===== config.mk =====
export PLATFORM = sky130hd
export DESIGN_NAME = ulp_uart_pair
export DESIGN_NICKNAME = d
export VERILOG_FILES = /design/src/core/ulp_pkg.sv /design/src/core/ulp_uart_pair.sv
export SDC_FILE = /design/constraint.sdc
export NUM_CORES = 1
export LEC_CHECK = 0
export ABC_AREA = 1
export BUFFER_PORTS_ARGS = -buffer_cell sky130_fd_sc_hd__buf_2
export CORE_UTILIZATION = 55
export CTS_BUF_LIST = sky130_fd_sc_hd__clkbuf_2 sky130_fd_sc_hd__clkbuf_4 sky130_fd_sc_hd__clkbuf_8
export DETAILED_ROUTE_END_ITERATION = 10
export HOLD_SLACK_MARGIN = 0.12
export PLACE_DENSITY = 0.73
export SETUP_SLACK_MARGIN = 0.2
export SKIP_CTS_REPAIR_TIMING = 1
export SYNTH_ARGS = -nofsm -noshare
export SYNTH_HDL_FRONTEND = slang
export SYNTH_SLANG_ARGS = --single-unit

===== constraint.sdc =====
create_clock -name clk -period 3.1 [get_ports clk]
set_input_delay 0.155 -clock clk [delete_from_list [all_inputs] [get_ports clk]]
set_output_delay 0.155 -clock clk [all_outputs]
set_load 0.05 [all_outputs]

===== src/core/ulp_pkg.sv =====
// ulp package: register map, field positions and bus carriers
package ulp_pkg;
  // word indices of both register sets (byte address / 4; 16-bit words, 32-bit bus)
  localparam logic [11:0] MODE1_OFS = 12'h020c;
  localparam logic [11:0] STAT1_OFS = 12'h020e;
  localparam logic [11:0] TXW1_OFS  = 12'h0210;
  localparam logic [11:0] RXW1_OFS  = 12'h0212;
  localparam logic [11:0] BAUD1_OFS = 12'h0214;
  localparam logic [11:0] MODE2_OFS = 12'h0216;
  localparam logic [11:0] STAT2_OFS = 12'h0218;
  localparam logic [11:0] TXW2_OFS  = 12'h021a;
  localparam logic [11:0] RXW2_OFS  = 12'h021c;
  localparam logic [11:0] BAUD2_OFS = 12'h021e;
  localparam logic [11:0] IRQST_OFS = 12'h0300;
  localparam logic [11:0] IRQMSK_OFS = 12'h0304;
  localparam logic [11:0] PWR_OFS   = 12'h0308;
  // mode fields
  localparam int MODE_ON    = 15;
  localparam int MODE_IDLEH = 13;
  localparam int MODE_ALT   = 10;
  localparam int MODE_WAKE  = 7;
  localparam int MODE_LOOP  = 6;
  localparam int MODE_AUTORATE_CAPTURE_ON = 5;
  // status fields
  localparam int ST_TXISEL = 15;
  localparam int ST_BRK    = 11;
  localparam int ST_TXON   = 10;
  localparam int ST_TXBF   = 9;
  localparam int ST_EMPTY  = 8;
  localparam int ST_ADDR_DETECT_ON  = 5;
  localparam int ST_QUIET  = 4;
  localparam int ST_PARITY_FAULT   = 3;
  localparam int ST_FRAMING_FAULT   = 2;
  localparam int ST_OVERRUN_FAULT   = 1;
  localparam int ST_AVAIL  = 0;
  localparam logic [15:0] MODE_RESET = 16'h0000;
  localparam logic [15:0] STAT_RESET = 16'h0110;
  // software-writable status bits
  localparam logic [15:0] STAT_WMASK = 16'h8ce2;
  localparam logic [15:0] MODE1_MASK = 16'ha4e7;
  localparam logic [15:0] MODE2_MASK = 16'ha0e7;
  localparam int OVERSAMPLE = 16;
  localparam int FRAME_BITS = 10;
  typedef struct packed {
    logic        sel;
    logic        enable;
    logic        write;
    logic [11:0] addr;
    logic [31:0] wdata;
  } ulp_apb_req_type;
  typedef struct packed {
    logic        sleep;
    logic        idle;
  } ulp_power_type;
endpackage : ulp_pkg


===== src/core/ulp_uart_pair.sv =====
// ulp two-channel serial unit: sleep/idle handling and register file
// Operation
// RULE1: sleep stops and holds unit clocks low; here clk is not gated, unitRun drops instead
// RULE2: sleep aborts transmit, output line high
// RULE3: sleep aborts any reception in progress
// RULE4: sleep leaves all registers unchanged; here status bits EMPTY, TXBF and QUIET still update
// RULE5: edge-wake: falling input edge raises rx flag
// RULE6: rx level select ignored for edge-wake
// RULE7: edge wakes device only if rx enabled
// RULE8: edge-wake works only with unit on
// RULE9: idle halts unit only if idle-halt set
// RULE10: mode register bit layout
// RULE11: status register bit layout
// RULE12: status resets to shifter-empty and rx-quiet
// RULE13: baud equals clock over sixteen times divisor+1
// RULE14: sleep-aborted character discarded without error
module ulp_uart_pair
  import ulp_pkg::*;
#(
  parameter int NUM = 2
) (
  input  wire logic            clk,
  input  wire logic            rst_n,
  input  wire logic            psel,
  input  wire logic            penable,
  input  wire logic            pwrite,
  input  wire logic [11:0]     paddr,
  input  wire logic [31:0]     pwdata,
  output logic                 pready,
  output logic [31:0]          prdata,
  output logic                 pslverr,
  input  wire logic            sleepReq,
  input  wire logic            idleReq,
  input  wire logic [NUM-1:0]  serialInPin,
  output logic [NUM-1:0]       serialOutPin,
  output logic [NUM-1:0]       rxIrqFlag,
  output logic                 wakeUp,
  output logic                 irq
);
  typedef enum logic [1:0] {IDLE_S, START_S, DATA_S, STOP_S} ulp_rx_type;

  ulp_apb_req_type req;
  ulp_power_type   pwr;
  logic [NUM-1:0] inMeta, inSync, inPrev;
  logic [15:0] modeReg [NUM];
  logic [15:0] statReg [NUM];
  logic [15:0] baudReg [NUM];
  logic [15:0] rxWord  [NUM];
  logic [8:0]  txShift [NUM];
  logic [3:0]  txBits  [NUM];
  logic [19:0] txDiv   [NUM];
  logic [8:0]  rxShift [NUM];
  logic [3:0]  rxBits  [NUM];
  logic [15:0] rxDiv   [NUM];
  ulp_rx_type  rxState [NUM];
  logic [NUM-1:0] unitRun, wakeEdge, rxDone, rxGood;
  logic [NUM-1:0] irqStat, irqMask, sleepPrev;
  logic [1:0]  sleepSync, idleSync;
  logic        wrEn, rdEn;
  logic [11:0] wIdx;

  // registers sit one per aligned word: the index is the byte address / 4
  assign wIdx = {2'b00, paddr[11:2]};

  assign req = '{sel: psel, enable: penable, write: pwrite,
                 addr: paddr, wdata: pwdata};
  assign wrEn = req.sel && req.enable && req.write;
  assign rdEn = req.sel && !req.enable && !req.write;

  // pins and power requests come from outside; two flops first
  always_ff @(posedge clk) begin
    if (!rst_n) begin
      inMeta    <= '1;
      inSync    <= '1;
      sleepSync <= '0;
      idleSync  <= '0;
    end else begin
      inMeta    <= serialInPin;
      inSync    <= inMeta;
      sleepSync <= {sleepSync[0], sleepReq};
      idleSync  <= {idleSync[0], idleReq};
    end
  end
  assign pwr = '{sleep: sleepSync[1], idle: idleSync[1]};

  // channel that a register index belongs to, or -1
  function automatic int chanOf(input logic [11:0] a);
    if (a >= MODE1_OFS && a <= BAUD2_OFS) begin
      return (a >= MODE2_OFS) ? 1 : 0;
    end
    return -1;
  endfunction : chanOf

  function automatic logic [11:0] baseOf(input int c);
    return (c == 1) ? MODE2_OFS : MODE1_OFS;
  endfunction : baseOf

  for (genvar i = 0; i < NUM; i++) begin : g_ch
    logic [11:0] ofs;
    logic        sel;
    logic        inBit;
    logic [15:0] divTop;
    assign sel = (chanOf(wIdx) == i);
    assign ofs = wIdx - baseOf(i);
    assign inBit = modeReg[i][MODE_LOOP] ? serialOutPin[i] : inSync[i];
    assign divTop = baudReg[i];
    // RULE1: clocks not gated; unitRun drops so tx and rx stop in sleep
    // RULE9: idle stops unit only with idle-halt set
    assign unitRun[i] = modeReg[i][MODE_ON] && !pwr.sleep &&
                        !(pwr.idle && modeReg[i][MODE_IDLEH]);
    // RULE5: falling edge, armed from the cycle after sleep with wake set
    // RULE6: independent of rx level select
    // RULE8: only while unit on
    assign wakeEdge[i] = pwr.sleep && sleepPrev[i] &&
                         modeReg[i][MODE_WAKE] && modeReg[i][MODE_ON] &&
                         inPrev[i] && !inSync[i];
    assign rxDone[i] = unitRun[i] && rxState[i] == STOP_S &&
                       rxDiv[i] == divTop && rxBits[i] == 4'(OVERSAMPLE-1);
    assign rxGood[i] = rxDone[i] && inBit;

    // register file; RULE4: nothing here reacts to sleep
    always_ff @(posedge clk) begin
      if (!rst_n) begin
        modeReg[i] <= MODE_RESET;
        baudReg[i] <= '0;
      end else if (wrEn && sel) begin
        // RULE10: mode layout, alt-pin on first unit only
        if (ofs == 12'h000) begin
          modeReg[i] <= pwdata[15:0] & ((i == 0) ? MODE1_MASK : MODE2_MASK);
        end
        if (ofs == 12'h008) begin
          baudReg[i] <= pwdata[15:0];
        end
      end
    end

    // transmitter
    always_ff @(posedge clk) begin
      if (!rst_n) begin
        txShift[i] <= '1;
        txBits[i]  <= '0;
        txDiv[i]   <= '0;
        serialOutPin[i] <= 1'b1;
      end else if (pwr.sleep) begin
        // RULE2: abort frame, line idles high
        txBits[i] <= '0;
        txDiv[i]  <= '0;
        serialOutPin[i] <= 1'b1;
      end else if (!unitRun[i] || !statReg[i][ST_TXON]) begin
        serialOutPin[i] <= 1'b1;
      end else if (statReg[i][ST_BRK]) begin
        serialOutPin[i] <= 1'b0;
      end else if (wrEn && sel && ofs == 12'h004 && txBits[i] == 0) begin
        txShift[i] <= {1'b1, pwdata[7:0]};
        txBits[i]  <= 4'(FRAME_BITS);
        serialOutPin[i] <= 1'b0;
      end else if (txBits[i] != 0) begin
        // RULE13: bit time of sixteen times (divisor+1) clocks
        // a full divisor needs twenty bits of bit-time count
        if (txDiv[i] == 20'((32'(divTop) + 1) * OVERSAMPLE - 1)) begin
          txDiv[i]   <= '0;
          txBits[i]  <= txBits[i] - 4'd1;
          serialOutPin[i] <= (txBits[i] == 1) ? 1'b1 : txShift[i][0];
          txShift[i] <= {1'b1, txShift[i][8:1]};
        end else begin
          txDiv[i] <= txDiv[i] + 20'd1;
        end
      end
    end

    // receiver: sixteen samples per bit
    always_ff @(posedge clk) begin
      if (!rst_n) begin
        rxState[i] <= IDLE_S;
        rxShift[i] <= '0;
        rxBits[i]  <= '0;
        rxDiv[i]   <= '0;
        rxWord[i]  <= '0;
        inPrev[i]  <= 1'b1;
      end else begin
        inPrev[i] <= inSync[i];
        if (pwr.sleep || !unitRun[i]) begin
          // RULE3: reception aborted
          // RULE14: partial character dropped
          rxState[i] <= IDLE_S;
          rxDiv[i]   <= '0;
          rxBits[i]  <= '0;
        end else if (rxDiv[i] != divTop) begin
          rxDiv[i] <= rxDiv[i] + 16'd1;
        end else begin
          rxDiv[i]  <= '0;
          rxBits[i] <= rxBits[i] + 4'd1;
          unique case (rxState[i])
            IDLE_S: begin
              rxBits[i] <= '0;
              if (!inBit) rxState[i] <= START_S;
            end
            START_S: if (rxBits[i] == 4'd7) begin
              rxBits[i]  <= '0;
              rxShift[i] <= '0;
              rxState[i] <= inBit ? IDLE_S : DATA_S;
            end
            DATA_S: if (rxBits[i] == 4'(OVERSAMPLE-1)) begin
              rxShift[i] <= {1'b1, rxShift[i][8:1]};
              rxShift[i][7] <= inBit;
              if (rxShift[i][0]) rxState[i] <= STOP_S;
            end
            STOP_S: if (rxBits[i] == 4'(OVERSAMPLE-1)) begin
              rxState[i] <= IDLE_S;
              if (!statReg[i][ST_AVAIL] || (rdEn && sel && ofs == 12'h006))
                rxWord[i] <= {8'h00, rxShift[i][8:1]};
            end
          endcase
        end
      end
    end

    // status register
    always_ff @(posedge clk) begin
      if (!rst_n) begin
        // RULE12: only shifter-empty and rx-quiet set
        statReg[i] <= STAT_RESET;
      end else begin
        // RULE11: status layout; software bits writable
        if (wrEn && sel && ofs == 12'h002) begin
          statReg[i] <= (statReg[i] & ~STAT_WMASK) |
                        (pwdata[15:0] & STAT_WMASK);
        end
        statReg[i][ST_EMPTY] <= (txBits[i] == 0);
        statReg[i][ST_TXBF]  <= (txBits[i] != 0);
        statReg[i][ST_QUIET] <= (rxState[i] == IDLE_S);
        if (rxDone[i]) begin
          statReg[i][ST_FRAMING_FAULT] <= !inBit;
          if (statReg[i][ST_AVAIL] && !(rdEn && sel && ofs == 12'h006))
            statReg[i][ST_OVERRUN_FAULT] <= 1'b1;
          statReg[i][ST_AVAIL] <= 1'b1;
        end else if (rdEn && sel && ofs == 12'h006) begin
          statReg[i][ST_AVAIL] <= 1'b0;
        end
      end
    end

    // interrupt status: set wins over write-one clear
    always_ff @(posedge clk) begin
      if (!rst_n) begin
        irqStat[i]   <= 1'b0;
        sleepPrev[i] <= 1'b0;
      end else begin
        sleepPrev[i] <= pwr.sleep && modeReg[i][MODE_WAKE];
        if (rxDone[i] || wakeEdge[i]) begin
          irqStat[i] <= 1'b1;
        end else if (wrEn && wIdx == IRQST_OFS && pwdata[i]) begin
          irqStat[i] <= 1'b0;
        end
      end
    end
  end

  always_ff @(posedge clk) begin
    if (!rst_n) begin
      irqMask <= '0;
    end else if (wrEn && wIdx == IRQMSK_OFS) begin
      irqMask <= pwdata[NUM-1:0];
    end
  end

  always_ff @(posedge clk) begin
    if (!rst_n) begin
      irq       <= 1'b0;
      wakeUp    <= 1'b0;
      rxIrqFlag <= '0;
    end else begin
      irq       <= |(irqStat & irqMask);
      rxIrqFlag <= irqStat;
      // RULE7: wake only for enabled rx interrupt
      wakeUp    <= pwr.sleep && |(irqStat & irqMask);
    end
  end

  // apb: zero wait states, read data captured in setup
  always_ff @(posedge clk) begin
    if (!rst_n) begin
      prdata  <= '0;
      pready  <= 1'b0;
      pslverr <= 1'b0;
    end else begin
      pready  <= psel && !penable;
      pslverr <= psel && !penable && (paddr[1:0] != 2'b00);
      if (rdEn) begin
        prdata <= '0;
        for (int c = 0; c < NUM; c++) begin
          if (wIdx == baseOf(c)) prdata <= {16'h0000, modeReg[c]};
          if (wIdx == baseOf(c) + 12'h002) prdata <= {16'h0000, statReg[c]};
          if (wIdx == baseOf(c) + 12'h006) prdata <= {16'h0000, rxWord[c]};
          if (wIdx == baseOf(c) + 12'h008) prdata <= {16'h0000, baudReg[c]};
        end
        if (wIdx == IRQST_OFS) prdata <= 32'(irqStat);
        if (wIdx == IRQMSK_OFS) prdata <= 32'(irqMask);
        if (wIdx == PWR_OFS) prdata <= {30'h0, pwr.idle, pwr.sleep};
      end
    end
  end
endmodule : ulp_uart_pair


==> results by stage, run 1 <==
Timing:
- The number of max-slew violations in the final report is 0.
- The time the worst path needs with I/O delays and setup is 2.98 ns.
- Across the routed clock network, the largest skew measured is between 0.015 and 0.02 ns.
- Setup repair after global routing could not meet its margin everywhere.
- The maximum operating frequency is around 340 MHz.
- The normalized max-slew margin is around half.
- The hold violation total from the final report was 0.
- The pin slew with the least headroom to its limit is approximately 0.76 ns.
- The worst path setup slack after routing is between 0.1 and 0.15 ns.
- Setup violations remaining at the end of the flow were counted as 0.
- The share of the clock period used by the worst path is 96.2%.

Final layout:
- The area occupied by multi-input gates is approximately 0.0073 mm2.
- In the final layout, the share of cells above drive strength 1 is between 10% and 20%.
- The diode insertion count for antenna repair is 0.
- Once layout is complete, the utilization of the core stands at between 60 and 70%.
- For this run, the post-layout net count is between 2000 and 2500.
- The sequential cells in the finished layout cover a total of a little over 0.007 mm2.
- The top cell types in the final layout, fill and taps aside, are nand2_1, nor2_1, inv_1.
- The commonest non-fill, non-tap cell in the layout is nand2_1.
- The post-synthesis to final-layout area growth is 20.2%.
- The number of inserted filler cells in the final layout is approximately 2200.

Synthesis:
- In this run the biggest area consumer among cell types represents a little over two fifths of the synthesized area.
- The main combinational cell family by area after synthesis is simple AND/OR/NAND/NOR gates.
- Counting flops with an async set or reset pin after synthesis yields a share of 0%.
- After Yosys synthesis, XOR and XNOR cells account for 2.08% of the synthesized area.
- Of the synthesized area, sequential elements account for between 40 and 50%.
- The synthesized cell area is about 0.015 mm2.
- The simple-gate portion of the synthesized area is 33.8%.
- The share of cell area taken by muxes after synthesis is 0%.
- Of the total synthesized cell area, the portion taken by full adders, half adders and majority gates is under 10%.
- The number of flops mapped to enable cells by yosys is around 220.
- Summing the areas of all compound-gate instances in the mapped netlist gives 6.43% of the synthesized area.
- For this run, the number of Yosys warnings is 0.
- Synthesis instantiated between 50 and 60 different standard cells from the library.
- The post-synthesis instance total is ~1900.
- Yosys attributes the largest share of cell area to edfxtp_1, nand2_1, nor2_1, inv_1, dfxtp_1.
- The commonest register cell after synthesis is edfxtp_1.
- The per-instance average area after synthesis is approximately 7.8 um2.
- Synthesis inferred approximately 260 register bits.
- edfxtp_1 takes more of the synthesized area than any other cell.

Setup path:
- The worst setup path category is reg -> reg.
- The critical register-to-register path startpoint is baudReg[0][0].
- The element type at the critical path start is a register.
- The worst-case register-to-register setup slack is between 0.1 and 0.15 ns.
- The type of element capturing the critical path is a register.
- The endpoint of the worst setup timing path is txShift[0][2].
- Data on the critical path arrives at its endpoint at between 3 and 4 ns.
- STA puts the critical path data required time at about 3.4 ns.
- The capture instance of the worst register-to-register path is txShift[0][2].
- The cell depth of the worst flop-to-flop path is 18.
- Of all nets on the critical path, the largest fanout is 8.
- The first element of the critical path is baudReg[0][0].

Clocking:
- The clock passes through at most 3 buffers.
- The clock-pin slew of the registers on the worst-case setup and hold paths is 0.07 ns.
- The tree is rooted in a clkbuf_8.
- The CTS H-tree depth is 2.
- The total number of clock tree sinks is 255.
- The CTS tree is built.
- At the later pin of the worst-skew pair, clock insertion delay measures roughly 0.57 ns.
- The number of clock buffers added by TritonCTS is 44.

Global route:
- The number of global-route vias before repair is 12600.
- Summed over all layers, the global routing overflow is 0.
- The largest net degree at the start of global routing is 44.
- The global router's overall resource usage is 29.2%.
- The wire length of the first global-routing pass is 64500 um.
- The number of antenna violations at the first check in global routing came to 0.

Pwr:
- Of the total power, the share spent switching nets is a little over a quarter.
- The fraction of power consumed by combinational cells is a little over a tenth.
- The clock network burns approximately two fifths of the power.
- For this design the total switching power over the nets is roughly 2.2 mW.
- The internal power component is 5.87 mW.
- The maximum vdd ir drop is ~390 uV.
- The standby leakage power is just under 8 nW.
- In this run the power density over the cells is 441 mW/mm2.
- The completed layout was analyzed and its total power is about 8 mW.
- The sequential group share of total power is between 40 and 50%.

Detailed routing:
- The routed design has 42800 um of wire.
- For this run, design rule violations remaining after detail routing come to 0.
- The routed wire length per instance is between 15 and 20 um.
- The pre-antenna-repair detailed-routing pass consisted of 6 iterations.
- The first routing iteration left ~1700 violations.
- The via-per-instance ratio is 5.53.
- The via count of the routed design is 14000.
- The count of nets left with antenna violations once routing finished came out at 0.

Floorplanning:
- Measured along the y axis, the die boundary spans ~170 um.
- Pin placement for this block handled 93 I/O pins.
- The region available for standard cell placement spans 0.0270 mm2.
- The initial core utilization is a little under three fifths.
- The die outline area is about 0.028 mm2.
- Row generation in the floorplan step produced 60 rows.
- In this run the horizontal extent of the chip is 168 um.

Flow run:
- Max-cap violations in this run came to 0.

Outcome:
- The flow ran to the end, and the final reports show no timing, DRC or antenna violations.

Place:
- The number of buffers inserted by port buffering is 60.
- Prior to clock tree synthesis, the placed netlist has a worst setup slack of between 0.04 and 0.05 ns.
- The detailed placer's ending HPWL is about 31000 um.
- At the end of routability-driven placement, the weighted congestion stood at 0.945.

Worst hold path:
- The worst hold path belongs to the class in -> reg.
-- cells in the mapped netlist, types with 13 or more instances --
cell and count:
nand4_1 57, dfxtp_1 40, nor3_1 55, nand2_2 13
or2_2 16, edfxtp_1 215, buf_4 18, nor2_2 25
inv_1 266, nand3_1 125, clkbuf_1 16, xor2_1 31
a21oi_1 60, nor4_1 19, nand2_1 478, nor2_1 299
o21ai_0 56, ha_1 14
-- logic make-up (layout without fill, tap and decap cells) --
kind of cell / count (synthesis) / count (layout)
DFF: 255 / 255
buffers and inverters: 323 / 528
other: 2 / 54
xor gates and xnor gates: 36 / 36
adders and majority gates: 14 / 14
and+or+nand+nor: 1137 / 1137
AOI/OAI and AO/OA: 168 / 168
-- power groups by stage --
stage               combinational (mW)  clock, mW  sequential [mW]
global placement                 0.715          0             4.04
floorplan                        0.526          0             4.02
detailed placement               0.732          0             4.05
finish                           0.857       3.19             3.98
global route                     0.944       3.36             4.00
CTS                              0.735       3.21             3.98
-- worst min path at each step --
stage          slack, ns  cells past startpoint             to      from
5_1_grt             0.14                      3  statReg[0][9]     rst_n
3_5_place_dp        0.34                      3   sleepSync[0]  sleepReq
4_1_cts            -0.26                      3   sleepSync[0]  sleepReq
3_3_place_gp        0.34                      3    idleSync[0]   idleReq
6_report            0.12                      3  statReg[0][9]     rst_n
2_1_floorplan       0.25                      2    idleSync[0]   idleReq
-- critical path, stage by stage (launching register included) --
cell and delay (ns):
edfxtp_1 0.42, ha_4 0.21, nand2_4 0.06, nor2_4 0.17, nand2_2 0.08, nand2_2 0.08, nand2_4 0.06, nor2_4 0.12
nand2_4 0.09, nor2_4 0.21, nand3_2 0.09, xor2_1 0.19, nand3_2 0.13, nor2_4 0.23, nand2_4 0.11, buf_4 0.17
nand2_4 0.08, inv_4 0.06, nand2_4 0.12
-- through the flow --
stage	instance area, um2	cells	setup TNS, ns	hold WS (ns)
final	18200	2533	0	0.118
after global routing	18200	2533	-0.510	0.144
after CTS	17100	2474	0	-0.257
after detailed placement	16200	2393	0	0.340
after global placement	16200	2393	0	0.338
after floorplan	15400	1987	0	0.253
-- area by class of cell --
type / instances / area share, %
multi-input cells: 1409 / 40.0
flip-flops and latches: 255 / 39.8
repair buffers: 167 / 6.95
inverters: 280 / 5.83
clock buffers: 65 / 4.36
well taps: 341 / 2.34
clock inverters: 16 / 0.653
-- layer usage --
layer / track usage, % / vias up / routed length (um)
met3: 5.27 / 108 / 3500
met2: 45.8 / 592 / 19300
met5: 0 / - / 0
met4: 12.1 / 0 / 1690
met1: 40.1 / 6513 / 18300
li1: - / 6787 / -
-- state kept, by name, summed over array words and instances (netlist names), 2 cells and up --
signal        flops
rxBits            8
inSync            2
txShift          16
statReg          24
baudReg          32
modeReg          17
rxShift          18
irqStat           2
irqMask           2
txBits            8
rxDiv            32
txDiv            40
rxIrqFlag         2
sleepSync         2
serialOutPin      2
rxWord           16
inPrev            2
idleSync          2
inMeta            2
prdata           16
rxState           4
sleepPrev         2
Power figures use the tool's default switching activity.
==> inputs of run 2 (changes only) <==
==> constraint.sdc (replaced) <==
create_clock -name clk -period 3.1 [get_ports clk]
set_input_delay 0.465 -clock clk [delete_from_list [all_inputs] [get_ports clk]]
set_output_delay 0.465 -clock clk [all_outputs]
set_load 0.05 [all_outputs]
==> run 2 against run 1 <==
Net effect:
- die area unchanged
- core utilization down 1.2 points
- cell count down 0.55%
- critical path type unchanged
==> results by stage, run 2 (synthesis results as in run 1) <==
Setup path:
- The longest individual stage delay on the worst path is 0.43 ns (about the same).
- The startpoint identified for the worst register-to-register timing path is baudReg[0][0].
- The maximum fanout along the worst path is 8 (unchanged).
- The worst setup path is of the reg -> reg kind.
- The slowest stage of the critical path is the edfxtp_1 cell.
- Walking the worst path, the cells encountered are buf_4, nand3_1, nand2_1, nand2_1, nand3_1, inv_1, nand2_1, nor2_4, nand3_2, xor2_2, nand3_2, nor2_4, nand2_4, nand2_1, inv_2, nand2_4.
- The cell depth of the worst flop-to-flop path is 16 (-2).
- By instance count, the cell type seen most on the critical path is nand2_1.
- The worst-case register-to-register setup slack is 0.10 ns (-0.02 ns).
- The required time of the critical path is 3.37 ns (about the same).
- The worst setup path is launched from a register.
- The capture instance of the worst register-to-register path is txShift[0][0].
- The data arrival at the endpoint of the critical path is 3.27 ns (about the same).
- STA classifies the critical path endpoint as a register.

Clocking:
- The clock-pin slew of the registers on the worst-case setup and hold paths is 0.06 ns (about the same).
- The total number of clock tree sinks is 255 (unchanged).
- The CTS H-tree depth is 2 (unchanged).
- The CTS buffer count is 44 (unchanged).
- The latest clock arrival within the worst-skew pair is 0.58 ns (about the same).
- TritonCTS built the clock tree.
- The buffer depth of the longest clock path is 3 (unchanged).
- The root buffer selected by CTS is clkbuf_8.

Detailed routing:
- The via-per-instance ratio is 5.51 (-0.30%).
- The count of routing violations after the opening detailed-route iteration is 1507 (-9.2%).
- The number of nets with antenna violations after routing came to 0 (unchanged).
- The detailed-route wire length is 42000 um (-2.0%).
- The iteration count of the initial detailed-routing pass is 5 (-1).
- The number of remaining DRC errors came to 0 (unchanged).
- The routed wire length per instance is 16.7 um (-1.5%).
- The via count of the routed design is 13900 (-0.85%).

Floorplanning:
- The vertical extent of the die came to 168 um (unchanged).
- The die outline area came to 0.0282 mm2 (unchanged).
- The total number of placement rows came to 60 (unchanged).
- The die width is 168 um (unchanged).
- The initial core utilization is 56.1% (unchanged).
- The standard cell core area came to 0.0270 mm2 (unchanged).
- The I/O pin count is 93 (unchanged).

Global route:
- The number of global-route vias before repair is 12700 (+0.78%).
- The largest net degree at the start of global routing is 44 (unchanged).
- The global router's overall resource usage is 28.9% (-0.27 points).
- The number of antenna violations at the first check in global routing is 0 (unchanged).
- The wire length of the first global-routing pass was 63900 um (-0.93%).
- The global route total overflow is 0 (unchanged).

Pwr:
- The clock share of power was 39.4% (-0.3 points).
- The internal power component is 5.82 mW (-0.86%).
- The share of total power consumed by net switching is 26.6% (-0.35 points).
- The maximum vdd ir drop is 444 uV (+14%).
- The sequential group share of total power was 50.3% (+0.7 points).
- The standby leakage power is 7.74 nW (-0.91%).
- The fraction of power consumed by combinational cells was 10.4% (-0.3 points).
- The ratio of total power to cell area is 443 mW/mm2 (+0.52%).
- The net switching power came to 2.10 mW (-2.6%).

Worst hold path:
- The end of the worst hold path is pready.
- The worst hold path begins at psel.
- The number of cells on the worst hold path came to 3 (unchanged).
- The tightest min-delay check is of the in -> reg type.

Place:
- The placer's final routability congestion estimate is 0.934 (-1.1%).
- The post-detailed-placement cell area was 0.0163 mm2 (+0.65%).
- The pre-CTS setup slack came to -0.0180 ns (-0.0592 ns).
- The detailed placer's ending HPWL is 30700 um (-0.18%).
- The number of buffers inserted by port buffering is 60 (unchanged).

Timing:
- The pin slew with the least headroom to its limit is 1.20 ns (+0.432 ns).
- The tightest hold margin is 0.177 ns (+0.0598 ns).
- Setup repair after global routing could not meet its margin everywhere.
- The normalized max-slew margin is 20.2% (-29 points).
- The worst path setup slack after routing is 0.103 ns (-0.0160 ns).
- The share of the clock period used by the worst path is 96.7% (+0.51 points).
- The time the worst path needs with I/O delays and setup is 3.00 ns (+0.0160 ns).
- The worst setup skew after layout is 0.0149 ns (-0.00445 ns).
- The hold violation total from the final report is 0 (unchanged).
- The number of max-slew violations in the final report is 0 (unchanged).
- The final count of negative-setup-slack endpoints is 0 (unchanged).
- The maximum operating frequency is 334 MHz (-0.53%).

Final layout:
- In the final layout, the registers with the most flip-flops are txDiv x40, baudReg x32, rxDiv x32.
- In the layout the commonest cells are nand2_1, nor2_1, inv_1.
- More flip-flops sit in one register than any other, and that register is txDiv.
- The final design area excluding fillers is 0.0179 mm2 (-1.8%).
- The flip-flop count of the largest register, all copies and words added is 40 (unchanged).
- The diode insertion count for antenna repair was 0 (unchanged).
- The net total in the final layout is 2211 (-0.58%).
- The number of inserted filler cells in the final layout is 2274 (+2.8%).
- The commonest non-fill, non-tap cell in the layout is nand2_1.
- The share of post-route cells with drive strength above 1 was 17.4% (-0.76 points).
- The post-synthesis to final-layout area growth is 18.0%.

Outcome:
- The flow ran to the end, and the final reports show no timing, DRC or antenna violations.

Flow run:
- The number of maximum-capacitance violations is 0 (unchanged).
-- run 2: cell count changes in the layout (fill, tap and decap cells not counted), moves of 8 or more --
cell,previous run,this run
dlygate4sd3_1,24,6
nor2_1,272,282
buf_4,69,78
clkbuf_4,16,25
nor2_4,32,24
-- run 2: layout make-up --
class / count / area [um2] / share of cell area (%)
flip-flops and latches: 255 / 7260 / 40.6
multi-input cells: 1409 / 7150 / 40.0
repair buffers: 154 / 1100 / 6.14
inverters: 280 / 1050 / 5.89
clock buffers: 72 / 835 / 4.67
well taps: 341 / 427 / 2.39
clock inverters: 8 / 63.8 / 0.357
-- run 2: worst max-delay path by stage --
| stage | start | to | slack [ns] | depth (start not counted) |
|---|---|---|---|---|
| 6_report | baudReg[0][0] | txShift[0][0] | 0.10 | 16 |
| 5_1_grt | baudReg[0][0] | txShift[0][3] | -0.03 | 17 |
| 4_1_cts | baudReg[0][1] | txShift[0][6] | -0.04 | 19 |
| 3_5_place_dp | baudReg[0][0] | txShift[0][6] | -0.02 | 17 |
| 3_3_place_gp | baudReg[0][0] | txShift[0][3] | 0.1 | 17 |
| 2_1_floorplan | paddr[3] | baudReg[0][0] | 0.20 | 6 |
-- run 2: power by group through the flow --
stage	combinational (mW)	clock, mW	sequential [mW]
finish	0.821	3.12	3.98
detailed placement	0.740	0	4.05
global placement	0.724	0	4.04
global route	0.905	3.28	4.00
CTS	0.745	3.16	3.98
floorplan	0.526	0	4.02
-- run 2: stage by stage --
step | utilization [%] | std cells | setup TNS (ns) | total power, mW
2_1_floorplan | - | 1987 | 0 | 4.54
3_3_place_gp | 60.3 | 2407 | 0 | 4.77
6_report | 66.2 | 2519 | 0 | 7.92
4_1_cts | 63.6 | 2487 | -0.270 | 7.88
3_5_place_dp | 60.3 | 2407 | -0.144 | 4.79
5_1_grt | 66.2 | 2519 | -0.333 | 8.18
-- run 2: per-layer routing --
| metal | up-vias | wire length [um] | share of wire (%) | GRT usage, % |
|---|---|---|---|---|
| met5 | - | 0 | 0 | 0 |
| met3 | 101 | 3450 | 8.2 | 4.02 |
| met2 | 620 | 18800 | 45 | 44.9 |
| li1 | 6740 | - | - | - |
| met1 | 6420 | 18000 | 43 | 40.4 |
| met4 | 0 | 1730 | 4.1 | 13.4 |
-- run 2: critical path, delay by kind of cell (launching register included) --
| kind | cells | cell delay, ns |
|---|---|---|
| and+or+nand+nor | 12 | 1.70 |
| DFF | 1 | 0.43 |
| buffers and inverters | 3 | 0.38 |
| xor gates and xnor gates | 1 | 0.18 |
